### src/cmpl_irq_pkg.sv
package cmpl_irq_pkg;
  localparam int NUM_REGIONS = 4;
  localparam int QDMA_CHANNELS = 8;
  localparam int CODE_W = 6;
  localparam int ADDR_W = 12;
  // register offsets inside one region window
  localparam logic [4:0] OFS_PEND_LO = 5'h00;
  localparam logic [4:0] OFS_PEND_HI = 5'h04;
  localparam logic [4:0] OFS_CLR_LO = 5'h08;
  localparam logic [4:0] OFS_CLR_HI = 5'h0C;
  localparam logic [4:0] OFS_EN_LO = 5'h10;
  localparam logic [4:0] OFS_EN_HI = 5'h14;
  localparam logic [4:0] OFS_EVALUATE = 5'h18;
  localparam logic [4:0] OFS_QDMA_EN = 5'h1C;
  localparam logic [ADDR_W-1:0] WINDOW_SIZE = 12'h020;
  localparam logic [ADDR_W-1:0] GLOBAL_BASE = 12'h000;
  localparam logic [ADDR_W-1:0] SHADOW_BASE = 12'h200;
  localparam logic [ADDR_W-1:0] SHADOW_STRIDE = 12'h040;
  // region access enables, one block per region
  localparam logic [ADDR_W-1:0] ACC_BASE = 12'h100;
  localparam logic [ADDR_W-1:0] ACC_STRIDE = 12'h010;
  localparam logic [3:0] ACC_DMA_LO = 4'h0;
  localparam logic [3:0] ACC_DMA_HI = 4'h4;
  localparam logic [3:0] ACC_QDMA = 4'h8;
  // interrupt status and mask
  localparam logic [ADDR_W-1:0] IRQ_STATUS_ADDR = 12'h180;
  localparam logic [ADDR_W-1:0] IRQ_MASK_ADDR = 12'h184;
  localparam int EVALUATE_TRIGGER_BIT = 0;
  localparam logic [31:0] RESET_WORD = 32'h0000_0000;
endpackage

### src/cmpl_irq_ctrl.sv
// Overview of operation
// - writing one to a low clear bit clears pending codes 0-31; zeros ignored
// - writing one to a high clear bit clears pending codes 32-63; zeros ignored
// - after a line pulses, it gives no new completion interrupt, except by evaluate, until every set pending bit is cleared
// - evaluate register exists in global window and in each shadow window
// - shadow evaluate pulses only for enabled pending bits inside that region's dma access enables
// - evaluate bit 0 write of one pulses interrupt if enabled pending remains
// - the pulse goes to the line of the region whose evaluate was written
// - qdma channel registers hold one bit per channel at its number
// - qdma registers reachable globally and via shadows gated by qdma enables
// - completion code n sets pending bit n, low or high register
// - pending bits stay set until software clears them
`timescale 1ns/1ps
`default_nettype none
module cmpl_irq_ctrl
  import cmpl_irq_pkg::*;
#(
  parameter int REGIONS = NUM_REGIONS
)
(
  input wire logic pclk, // controller clock
  input wire logic presetn, // async reset, active low
  input wire logic psel, // apb select
  input wire logic penable, // apb enable
  input wire logic pwrite, // apb direction
  input wire logic [ADDR_W-1:0] paddr, // apb byte address
  input wire logic [31:0] pwdata, // apb write data
  output logic [31:0] prdata, // apb read data
  output logic pready, // apb ready
  output logic pslverr, // apb error on unmapped address
  input wire logic code_valid, // completion code strobe
  input wire logic [CODE_W-1:0] completion_code, // completion code number
  output logic [REGIONS:0] cmpl_irq, // region pulses, top bit is global
  output logic [QDMA_CHANNELS-1:0] qdma_enable, // qdma channel enable bits
  output logic irq // level interrupt
);
  localparam int RW = $clog2(REGIONS + 1);

  logic [31:0] pend_lo_q, pend_lo_d, pend_hi_q, pend_hi_d;
  logic [31:0] en_lo_q, en_lo_d, en_hi_q, en_hi_d;
  logic [QDMA_CHANNELS-1:0] qen_q, qen_d;
  // per-region dma and qdma access grants
  logic [31:0] grant_lo_q [REGIONS];
  logic [31:0] grant_lo_d [REGIONS];
  logic [31:0] grant_hi_q [REGIONS];
  logic [31:0] grant_hi_d [REGIONS];
  logic [QDMA_CHANNELS-1:0] qgrant_q [REGIONS];
  logic [QDMA_CHANNELS-1:0] qgrant_d [REGIONS];
  logic [REGIONS-1:0] acc_sel;
  logic [REGIONS:0] status_q, status_d, mask_q, mask_d;
  logic [REGIONS:0] evaluate_req, region_hit, irq_pulse;
  logic [31:0] prdata_d;
  logic pready_d, pslverr_d, irq_d;
  logic access, wr;
  logic win_hit;
  logic [RW-1:0] win_reg;
  logic [4:0] win_ofs;
  logic [31:0] mask_lo, mask_hi;
  logic [QDMA_CHANNELS-1:0] qmask;
  logic [31:0] set_lo, set_hi, clr_lo, clr_hi;
  logic [63:0] code_onehot;
  logic all_clear;

  assign access = psel && penable && pready;
  assign wr = access && pwrite;

  // window decode: global window or one of the shadow windows
  always_comb
  begin
    win_hit = 1'b0;
    // global window maps to the top line
    win_reg = RW'(REGIONS);
    win_ofs = paddr[4:0];
    if (paddr >= GLOBAL_BASE && paddr < GLOBAL_BASE + WINDOW_SIZE)
      win_hit = 1'b1;
    for (int r = 0; r < REGIONS; r++)
    begin
      if (paddr >= SHADOW_BASE + ADDR_W'(r) * SHADOW_STRIDE &&
          paddr < SHADOW_BASE + ADDR_W'(r) * SHADOW_STRIDE + WINDOW_SIZE)
      begin
        win_hit = 1'b1;
        win_reg = RW'(r);
      end
    end
  end

  // access-grant register block select, one per region
  always_comb
  begin
    acc_sel = '0;
    for (int r = 0; r < REGIONS; r++)
      acc_sel[r] = {4'h0, paddr[ADDR_W-1:4]} == (ACC_BASE + ADDR_W'(r) * ACC_STRIDE) >> 4;
  end

  // shadow accesses see only the bits granted to that region
  always_comb
  begin
    mask_lo = 32'hFFFF_FFFF;
    mask_hi = 32'hFFFF_FFFF;
    qmask = '1;
    for (int r = 0; r < REGIONS; r++)
    begin
      if (win_reg == RW'(r))
      begin
        mask_lo = grant_lo_q[r];
        mask_hi = grant_hi_q[r];
        qmask = qgrant_q[r];
      end
    end
  end

  always_comb
  begin
    code_onehot = 64'h0;
    if (code_valid)
      code_onehot[completion_code] = 1'b1;
    set_lo = code_onehot[31:0];
    set_hi = code_onehot[63:32];
    clr_lo = 32'h0;
    clr_hi = 32'h0;
    if (wr && win_hit && win_ofs == OFS_CLR_LO)
      clr_lo = pwdata & mask_lo;
    if (wr && win_hit && win_ofs == OFS_CLR_HI)
      clr_hi = pwdata & mask_hi;
    // set applied after clear, so a code racing its own clear survives
    pend_lo_d = (pend_lo_q & ~clr_lo) | set_lo;
    pend_hi_d = (pend_hi_q & ~clr_hi) | set_hi;
    // rearm only once both pending words are empty
    all_clear = (pend_lo_q == 32'h0) && (pend_hi_q == 32'h0);
  end

  // enables, qdma channel bits, evaluate requests, access enables
  always_comb
  begin
    en_lo_d = en_lo_q;
    en_hi_d = en_hi_q;
    qen_d = qen_q;
    evaluate_req = '0;
    for (int r = 0; r < REGIONS; r++)
    begin
      grant_lo_d[r] = grant_lo_q[r];
      grant_hi_d[r] = grant_hi_q[r];
      qgrant_d[r] = qgrant_q[r];
    end
    if (wr && win_hit)
    begin
      unique case (win_ofs)
        OFS_EN_LO: en_lo_d = (en_lo_q & ~mask_lo) | (pwdata & mask_lo);
        OFS_EN_HI: en_hi_d = (en_hi_q & ~mask_hi) | (pwdata & mask_hi);
        OFS_QDMA_EN: qen_d = (qen_q & ~qmask) | (pwdata[QDMA_CHANNELS-1:0] & qmask);
        // only the trigger bit counts, its neighbour is ignored
        OFS_EVALUATE: evaluate_req[win_reg] = pwdata[EVALUATE_TRIGGER_BIT];
        default: ;
      endcase
    end
    for (int r = 0; r < REGIONS; r++)
    begin
      if (wr && acc_sel[r])
      begin
        unique case (paddr[3:0])
          ACC_DMA_LO: grant_lo_d[r] = pwdata;
          ACC_DMA_HI: grant_hi_d[r] = pwdata;
          ACC_QDMA: qgrant_d[r] = pwdata[QDMA_CHANNELS-1:0];
          default: ;
        endcase
      end
    end
  end

  // per-region completion pulse generators, last one is the global line
  for (genvar g = 0; g <= REGIONS; g++)
  begin : gen_region
    logic [31:0] rm_lo, rm_hi;
    if (g < REGIONS)
    begin : gen_shadow
      assign rm_lo = grant_lo_q[g];
      assign rm_hi = grant_hi_q[g];
    end
    else
    begin : gen_global
      assign rm_lo = 32'hFFFF_FFFF;
      assign rm_hi = 32'hFFFF_FFFF;
    end
    assign region_hit[g] = |(pend_lo_q & en_lo_q & rm_lo) || |(pend_hi_q & en_hi_q & rm_hi);
    region_irq_gen u_gen
    (
      .pclk(pclk),
      .presetn(presetn),
      .enabled_pending(region_hit[g]),
      .all_clear(all_clear),
      .evaluate_req(evaluate_req[g]),
      .irq_q(irq_pulse[g])
    );
  end

  // sticky status, write one to clear, set wins
  always_comb
  begin
    status_d = status_q & ~((wr && paddr == IRQ_STATUS_ADDR) ? pwdata[REGIONS:0] : '0);
    status_d = status_d | irq_pulse;
    mask_d = (wr && paddr == IRQ_MASK_ADDR) ? pwdata[REGIONS:0] : mask_q;
    irq_d = |(status_d & mask_d);
  end

  // bus answer: one wait cycle, read data and error registered
  always_comb
  begin
    pready_d = psel && penable && !pready;
    prdata_d = 32'h0;
    pslverr_d = 1'b0;
    if (pready_d)
    begin
      pslverr_d = 1'b1;
      if (win_hit)
      begin
        pslverr_d = 1'b0;
        unique case (win_ofs)
          OFS_PEND_LO: prdata_d = pend_lo_q & mask_lo;
          OFS_PEND_HI: prdata_d = pend_hi_q & mask_hi;
          OFS_EN_LO: prdata_d = en_lo_q & mask_lo;
          OFS_EN_HI: prdata_d = en_hi_q & mask_hi;
          OFS_QDMA_EN: prdata_d = 32'(qen_q & qmask);
          // clear and evaluate words read as zero
          default: prdata_d = 32'h0;
        endcase
      end
      else if (paddr == IRQ_STATUS_ADDR)
      begin
        pslverr_d = 1'b0;
        prdata_d = 32'(status_q);
      end
      else if (paddr == IRQ_MASK_ADDR)
      begin
        pslverr_d = 1'b0;
        prdata_d = 32'(mask_q);
      end
      for (int r = 0; r < REGIONS; r++)
      begin
        if (acc_sel[r])
        begin
          pslverr_d = 1'b0;
          unique case (paddr[3:0])
            ACC_DMA_LO: prdata_d = grant_lo_q[r];
            ACC_DMA_HI: prdata_d = grant_hi_q[r];
            ACC_QDMA: prdata_d = 32'(qgrant_q[r]);
            default: pslverr_d = 1'b1;
          endcase
        end
      end
      if (pwrite)
        prdata_d = 32'h0;
    end
  end

  always_ff @(posedge pclk or negedge presetn)
  begin
    if (!presetn)
    begin
      pend_lo_q <= RESET_WORD;
      pend_hi_q <= RESET_WORD;
      en_lo_q <= RESET_WORD;
      en_hi_q <= RESET_WORD;
      qen_q <= '0;
      for (int r = 0; r < REGIONS; r++)
      begin
        grant_lo_q[r] <= RESET_WORD;
        grant_hi_q[r] <= RESET_WORD;
        qgrant_q[r] <= '0;
      end
      status_q <= '0;
      mask_q <= '0;
      prdata <= RESET_WORD;
      pready <= 1'b0;
      pslverr <= 1'b0;
      irq <= 1'b0;
    end
    else
    begin
      pend_lo_q <= pend_lo_d;
      pend_hi_q <= pend_hi_d;
      en_lo_q <= en_lo_d;
      en_hi_q <= en_hi_d;
      qen_q <= qen_d;
      for (int r = 0; r < REGIONS; r++)
      begin
        grant_lo_q[r] <= grant_lo_d[r];
        grant_hi_q[r] <= grant_hi_d[r];
        qgrant_q[r] <= qgrant_d[r];
      end
      status_q <= status_d;
      mask_q <= mask_d;
      prdata <= prdata_d;
      pready <= pready_d;
      pslverr <= pslverr_d;
      irq <= irq_d;
    end
  end

  assign cmpl_irq = irq_pulse;
  assign qdma_enable = qen_q;
endmodule // cmpl_irq_ctrl
`default_nettype wire

### src/region_irq_gen.sv
`timescale 1ns/1ps
`default_nettype none
module region_irq_gen
(
  input wire logic pclk, // controller clock
  input wire logic presetn, // async reset, active low
  input wire logic enabled_pending, // some enabled pending bit in this region
  input wire logic all_clear, // both pending registers are zero
  input wire logic evaluate_req, // evaluate write with trigger bit set
  output logic irq_q // one-cycle completion pulse
);
  logic armed_q;
  logic armed_d;
  logic irq_d;

  always_comb
  begin
    irq_d = enabled_pending && (armed_q || evaluate_req);
    armed_d = armed_q;
    if (irq_d)
      armed_d = 1'b0;
    else if (all_clear)
      armed_d = 1'b1;
  end

  always_ff @(posedge pclk or negedge presetn)
  begin
    if (!presetn)
    begin
      armed_q <= 1'b1;
      irq_q <= 1'b0;
    end
    else
    begin
      armed_q <= armed_d;
      irq_q <= irq_d;
    end
  end
endmodule // region_irq_gen
`default_nettype wire

### config.mk
export PLATFORM = sky130hd
export DESIGN_NAME = cmpl_irq_ctrl
export DESIGN_NICKNAME = d
export VERILOG_FILES = /design/src/cmpl_irq_pkg.sv /design/src/cmpl_irq_ctrl.sv /design/src/region_irq_gen.sv
export SDC_FILE = /design/constraint.sdc
export NUM_CORES = 1
export LEC_CHECK = 0
export BUFFER_PORTS_ARGS = -buffer_cell sky130_fd_sc_hd__buf_2
export CORE_ASPECT_RATIO = 1.75
export CORE_MARGIN = 10
export CORE_UTILIZATION = 35
export DETAILED_ROUTE_END_ITERATION = 8
export GPL_TIMING_DRIVEN = 0
export PLACE_DENSITY_LB_ADDON = 0.08
export SYNTH_ARGS = -nofsm -noshare
export SYNTH_HDL_FRONTEND = slang
export SYNTH_SLANG_ARGS = --single-unit
### constraint.sdc
create_clock -name pclk -period 4.1 [get_ports pclk]
set_input_delay 0.82 -clock pclk [delete_from_list [all_inputs] [get_ports pclk]]
set_output_delay 0.82 -clock pclk [all_outputs]
set_load 0.01 [all_outputs]
==> results of run 1 <==
==> per-stage QoR <==
step | power (mW) | cells | cell area [um^2]
4_1_cts | 11.8 | 3878 | 30900
6_report | 11.8 | 3888 | 31000
2_1_floorplan | 5.65 | 2660 | 27100
5_1_grt | 12.1 | 3879 | 30900
3_5_place_dp | 6.37 | 3781 | 29000
3_3_place_gp | 6.33 | 3775 | 28800
==> where the power goes <==
part | internal, mW | switching [mW] | total, mW
Combinational | 0.312 | 1.12 | 1.43
Clock | 3.23 | 2.25 | 5.48
Sequential | 4.86 | 0.0403 | 4.90
Total | 8.41 | 3.41 | 11.8
==> cell usage in the layout, fill, tap and decap left out, drive strengths merged, types with 8 or more instances in the layout <==
master   count
mux2       304
bufinv      11
or3         10
nor3        56
a2111oi      8
dfrtp      474
nand2      139
clkbuf     230
or2         10
nand4       82
a22o        10
nand3      271
inv         36
nor2       160
clkinv      14
a21oi      111
o32ai       25
a22oi       12
mux4        72
mux2i      121
o31ai      125
o21ai      291
diode        9
nor4        42
a221oi      10
buf        170
==> what timing repair did <==
action                     in CTS  in global routing
gates resized for setup         4                  0
hold buffers                    0                  0
setup endpoints to repair      70                  0
==> cells in the mapped netlist (4+ instances only) <==
cell       number
nor4_1         41
o21ai_1        10
or2_2          10
o21a_1          7
buf_4          11
o21ai_0       281
mux2i_1       121
a22oi_1        12
dfrtp_1       474
mux2_1         20
buf_2          45
or3_1           9
mux2_2        284
dfstp_2         5
nor3_1         54
a22o_1         10
clkbuf_2        4
inv_1          36
mux4_2         72
o22ai_1         6
nor2_1        154
a2111oi_0       8
nand4_1        81
nand2b_1        4
o31ai_1       125
a221oi_1       10
buf_1          12
o32ai_1        25
clkbuf_1      156
nand2_1       139
nand3b_1        5
nand3_1       271
a21oi_1       110
==> metal layers <==
metal	track usage	up-vias	wire length, um
li1	-	10300	-
met1	0.385	13400	57300
met2	0.615	1638	81400
met3	0.0765	616	11800
met4	0.341	10	18500
met5	0	-	79
==> final timing paths <==
| check | slack, ns | start | end | cells past startpoint |
|---|---|---|---|---|
| worst max-delay path | -0.12 | paddr[5] | pend_hi_q[28] | 9 |
| max in group asynchronous | 2.34 | presetn | async pin | 3 |
| worst max register to register | 0.73 | pend_lo_q[6] | gen_region[3].u_gen.armed_q | 7 |
| min in group pclk | 0.43 | pwdata[5] | gen_region[2].rm_hi[5] | 2 |
| worst min-delay path | 0.13 | presetn | qgrant_q[13] | 1 |
| worst min register to register | 0.51 | gen_region[1].u_gen.irq_q | status_q[1] | 1 |
==> final cells by class <==
cell class                      instances  area (um^2)
Sequential cell                       479        12000
Clock inverter                         27          444
Timing Repair Buffer                  102          629
Fill cell                            7737        45500
Inverter                               37          139
Clock buffer                           70         1480
Tap cell                             1020         1280
Antenna cell                            9         22.5
Buffer                                228          960
Multi-Input combinational cell       1916        14000
==> logic make-up (layout without fill, tap and decap cells) <==
kind of cell | after synthesis | in the layout
other | 0 | 9
AOI/OAI and AO/OA | 622 | 622
muxes | 497 | 497
buffers and inverters | 265 | 464
and+or+nand+nor | 797 | 797
DFF | 479 | 479
==> qor.yml, run 1 <==
setup_path:
  cp.buffers_inverters: 3
  worst-path-max-fanout: 10
  path_cells: "buf_2 -> buf_2 -> nor4_1 -> o21ai_1 -> nor2_4 -> nand3_1 -> clkbuf_1 -> o31ai_1 -> o21ai_0"
  critPathMaxStageDelay_ns: 0.72
  critPathArrivalTime_ns: 4.73
  critPathLaunchType: "primary input"
  slowest_stage: "o31ai_1"
  cpLargestDelayFamily: "simple AND/OR/NAND/NOR gates"
  endpoint_kind: "flip-flop"
  worst-setup-path-type: "primary input to flip-flop"
  crit_path_frequent_cell: "buf_2"
  cp.required_ns: 4.61
clock_tree:
  clockRootBuffer: "clkbuf_16"
  ctsLongestPathBuffers: 3
  numCtsBuffers: 52
  clkLatencyLatePin_ns: 0.67
  h-tree-depth: 2
  cts_tree: "yes"
  cts_num_sinks: 479
  cts_setup_buffers: 0
  path_clk_slew_ns: 0.07
power_and_ir_drop:
  p_per_area_nw_per_um2: 382
  power_leakage_nw: 13.3
  ir_worst_vdd_uv: 403
finish:
  area_growth_pct: 14.4
  utilization: 0.405
  post_route_cells_drive_above_1_share: 0.226
  nNetsFinal: 2872
yosys:
  synth_top_area_frac: 0.438
  synth-simple-area-share: 0.147
  syn_area_um2: 27100
  synth_flop_cell: "dfrtp_1"
  synth_xor_area_frac: 0
  synth_cell_type_count: 63
  netlist_top_cells_area: "dfrtp_1 (44%), mux2_2 (12%), mux4_2 (6.0%), o21ai_0 (5.2%), nand3_1 (5.0%)"
  synth-async-reset-ratio: 1.00
  synth_top_cell_by_area: "dfrtp_1"
  synth_cells: 2660
  synth_edf_count: 0
  synth_top_family_by_area: "multiplexers"
  synthAdderAreaFrac: 0
  synth_mux_area_frac: 0.231
  syn_area_per_cell_um2: 10.2
  ys_seq_area_frac: 0.443
  syn_nets: 2716
  synth_compound_area_frac: 0.138
  ys_ff_latch: 479
  synth_warnings: 0
routing:
  dr.pass1.iters: 5
  final_antenna_net_count: 0
  routed_via_density: 6.69
  wirelength_um: 169000
  drc: 0
  vias: 26000
  avgRoutedWirePerCell_um: 43.5
  drt-initial-drc-count: 2816
outcome:
  violations: "capacitance limit, slew limit, setup timing"
  status: "finished with violations"
sta:
  layout_setup_ws_ns: -0.118
  final_max_slew_viol_count: 11
  fin_crit_ns: 4.22
  finalHoldViolations: 0
  grt_setup_unrepaired: "no"
  setup-tns-final_ns: -0.942
  max_freq_mhz: 237
  period_share: 1.03
  max_slew_margin: -0.0193
  fin_skew_ns: 0.0395
  tightest_slew_ns: 1.53
  timing.hold.ws_ns: 0.131
  setup_viol: 21
floorplanning:
  die_width_um: 230
  initial_core_util: 0.354
  coreArea_um2: 76500
  ios: 104
  dieArea_um2: 89300
  die_h_um: 388
  rows: 134
global_route:
  antenna_found_initial: 9
  grt_pass1_wl_um: 227000
  grt_pass1_vias: 25800
  grt_max_degree: 121
  track_usage: 0.370
  gr-total-overflow: 0
job:
  cap_violations: 1
min_path:
  hp-class: "primary input to async pin"
placement:
  post-dp-hpwl_um: 132000
  port_buffers: 95
  dp_slack_ns: -0.891
  gp_congestion: 1.07
(Power assumes the default switching activity.)
==> inputs of run 2 (changes only) <==
--- a/config.mk
+++ b/config.mk
@@ -7,11 +7,12 @@
 export LEC_CHECK = 0
 export BUFFER_PORTS_ARGS = -buffer_cell sky130_fd_sc_hd__buf_2
 export CORE_ASPECT_RATIO = 1.75
-export CORE_MARGIN = 10
+export CORE_MARGIN = 5
 export CORE_UTILIZATION = 35
+export CTS_BUF_LIST = sky130_fd_sc_hd__clkbuf_2
 export DETAILED_ROUTE_END_ITERATION = 8
 export GPL_TIMING_DRIVEN = 0
-export PLACE_DENSITY_LB_ADDON = 0.08
+export PLACE_DENSITY = 0.5
 export SYNTH_ARGS = -nofsm -noshare
 export SYNTH_HDL_FRONTEND = slang
 export SYNTH_SLANG_ARGS = --single-unit
==> run 2 against run 1 <==
Cell count rose by 4.7%. Count of clock-buffer cells in the layout is 94 higher. Critical path type unchanged. Largest cell class unchanged. The flow now finishes without violations. Utilization decreased by 0.64 points. Register-to-register slack worse by 0.11 ns. Die area shrank 6.8%. Sequential share of layout area increased by 0.33 points. Largest power group is now sequential cells. Design area fell by 0.86%. Fmax is 3.1% higher. Critical path depth fell by 2.
==> qor.yml, run 2 (synthesized netlist as in run 1, its figures left out) <==
clock_tree:
  clkLatencyLatePin_ns: 1.56  # +0.89 ns
  ctsLongestPathBuffers: 3  # unchanged
  cts_num_sinks: 479  # unchanged
  clockRootBuffer: "clkbuf_2"
  cts_tree: "yes"
  numCtsBuffers: 117  # +130%
  h-tree-depth: 3  # +1
  path_clk_slew_ns: 0.11  # +0.04 ns
routing:
  avgRoutedWirePerCell_um: 40.5  # -6.8%
  routed_via_density: 6.56  # -2.0%
  wirelength_um: 165000  # -2.4%
  dr.pass1.iters: 8  # +3
  routed.top_layer: "met5"
  drc: 0  # unchanged
  wl_met2_um: 77600  # -4.7%
  drt-met1-wl_um: 54500  # -4.8%
  drt-initial-drc-count: 3213  # +14%
  route.met3.wl_um: 12500  # +6.1%
  vias: 26700  # +2.6%
  final_antenna_net_count: 0  # unchanged
setup_path:
  endpoint_kind: "flip-flop"
  path_cells: "dlygate4sd3_1 -> buf_2 -> nor3_2 -> nand2_1 -> nor2_1 -> buf_2 -> mux2_2"
  worst-setup-path-type: "primary input to flip-flop"
  critPathMaxStageDelay_ns: 1.09  # +0.37 ns
  cp.required_ns: 5.44  # +0.83 ns
  cpLargestDelayFamily: "simple AND/OR/NAND/NOR gates"
  timing.rr.end: "gen_region[4].u_gen.armed_q"
  reg2reg_slack_ns: 0.62  # -0.11 ns
  crit_start: "paddr[1]"
  cp.buffers_inverters: 3  # unchanged
  reg2reg_from: "pend_lo_q[4]"
  slowest_stage: "nor3_2"
  r2r_cells: 7  # unchanged
  crit_path_frequent_cell: "buf_2"
  critPathArrivalTime_ns: 5.43  # +0.70 ns
  worst-path-max-fanout: 10  # unchanged
  critPathLaunchType: "primary input"
sta:
  final_max_slew_viol_count: 0  # -11
  grt_setup_unrepaired: "no"
  period_share: 0.998  # -0.0310
  max_freq_mhz: 244  # +3.1%
  fin_skew_ns: 0.166  # +0.127 ns
  finalHoldViolations: 0  # unchanged
  timing.hold.ws_ns: 0.160  # +0.0284 ns
  tightest_slew_ns: 1.47  # -0.0565 ns
  layout_setup_ws_ns: 0.00892  # +0.127 ns
  fin_crit_ns: 4.09  # -0.127 ns
  max_slew_margin: 0.0184  # +0.0377
  setup_viol: 0  # -100%
finish:
  fillers: 7915  # +2.3%
  final_common_cell: "dfrtp_1"
  layout.cells.non_filler: 4069  # +4.7%
  utilization: 0.398  # -0.00644
  area_growth_pct: 13.4
  layout_common_cells: "dfrtp_1 (474), mux2_2 (284), o21ai_0 (281)"
  post_route_cells_drive_above_1_share: 0.242  # +0.0158
  nNetsFinal: 2999  # +4.4%
placement:
  dp_slack_ns: -1.01  # -0.114 ns
  gp_congestion: 1.13  # +4.9%
  post-dp-hpwl_um: 127000  # -3.4%
  placedCellCount: 3788  # +0.19%
  port_buffers: 95  # unchanged
floorplanning:
  coreArea_um2: 77000  # +0.75%
  initial_core_util: 0.351  # -0.00262
  die_width_um: 220  # -4.3%
  dieArea_um2: 83200  # -6.8%
  ios: 104  # unchanged
  die_h_um: 378  # -2.6%
  rows: 135  # +0.75%
job:
  cap_violations: 0  # -1
global_route:
  antenna_found_initial: 13  # +4
  track_usage: 0.390  # +0.0207
  grt_pass1_vias: 26200  # +1.8%
  grt_pass1_wl_um: 222000  # -2.2%
  gr-total-overflow: 0  # unchanged
  grt_max_degree: 114  # -5.8%
outcome:
  status: "completed"
min_path:
  holdPathStages: 3
  hp-class: "primary input to flip-flop"
  min_to: "gen_region[2].rm_hi[5]"
  min_from: "pwdata[5]"
power_and_ir_drop:
  ir_worst_vdd_uv: 174  # -57%
  power_leakage_nw: 13.4  # +0.87%
  p_per_area_nw_per_um2: 317  # -17%
==> run 2: how the worst max path moves through the flow <==
stage | slack (ns) | to | depth (start not counted)
6_report | 0.009 | gen_region[3].rm_hi[13] | 7
3_3_place_gp | -7.96 | pend_lo_q[31] | 1
5_1_grt | 0.13 | prdata[24] | 8
3_5_place_dp | -1.01 | pend_hi_q[16] | 9
4_1_cts | 0.15 | pend_hi_q[16] | 9
2_1_floorplan | 1.27 | prdata[7] | 8
==> run 2: cell type report <==
type / instances / area [um^2] / share of cell area
multi-input combinational: 1916 / 14000 / 0.456
sequential: 479 / 12000 / 0.391
tap: 1027 / 1280 / 0.0419
timing repair buffer: 165 / 1270 / 0.0415
buffer: 227 / 955 / 0.0311
clock buffer: 164 / 821 / 0.0267
clock inverter: 44 / 205 / 0.00669
inverter: 37 / 139 / 0.00453
antenna: 10 / 25.0 / 0.000815
==> run 2: per-layer routing <==
metal | GRT usage | vias to the layer above
li1 | - | 10700
met1 | 0.407 | 13500
met2 | 0.633 | 1835
met3 | 0.0900 | 703
met4 | 0.377 | 6
met5 | 0 | -
==> run 2: stage by stage <==
stage,setup TNS [ns],instance area [um^2],power [mW]
floorplan,0,27100,5.65
CTS,0,30700,9.74
global placement,-3918.02,28800,6.31
global route,0,30700,10.0
detailed placement,-150.71,29000,6.34
finish,0,30700,9.74
==> run 2: where the power goes <==
group          leakage (nW)  internal, mW  total [mW]  switching (mW)
Clock                 0.788          1.15        3.38            2.23
Sequential             6.58          4.86        4.90          0.0426
Combinational          6.08         0.352        1.45            1.10
==> run 2: worst reg2reg max path, delay by kind of cell (launching register included) <==
family	cells	cell delay, ns
AOI/OAI and AO/OA	3	1.37
DFF	1	0.39
and+or+nand+nor	3	1.22
buffers and inverters	1	0.30
==> run 2: timing repair <==
action                                 CTS  global route
endpoints found under the hold margin  608             0
hold buffers                            64             0
gates resized for setup                  0             1
setup endpoints to repair                0            10
setup buffers                            0             0
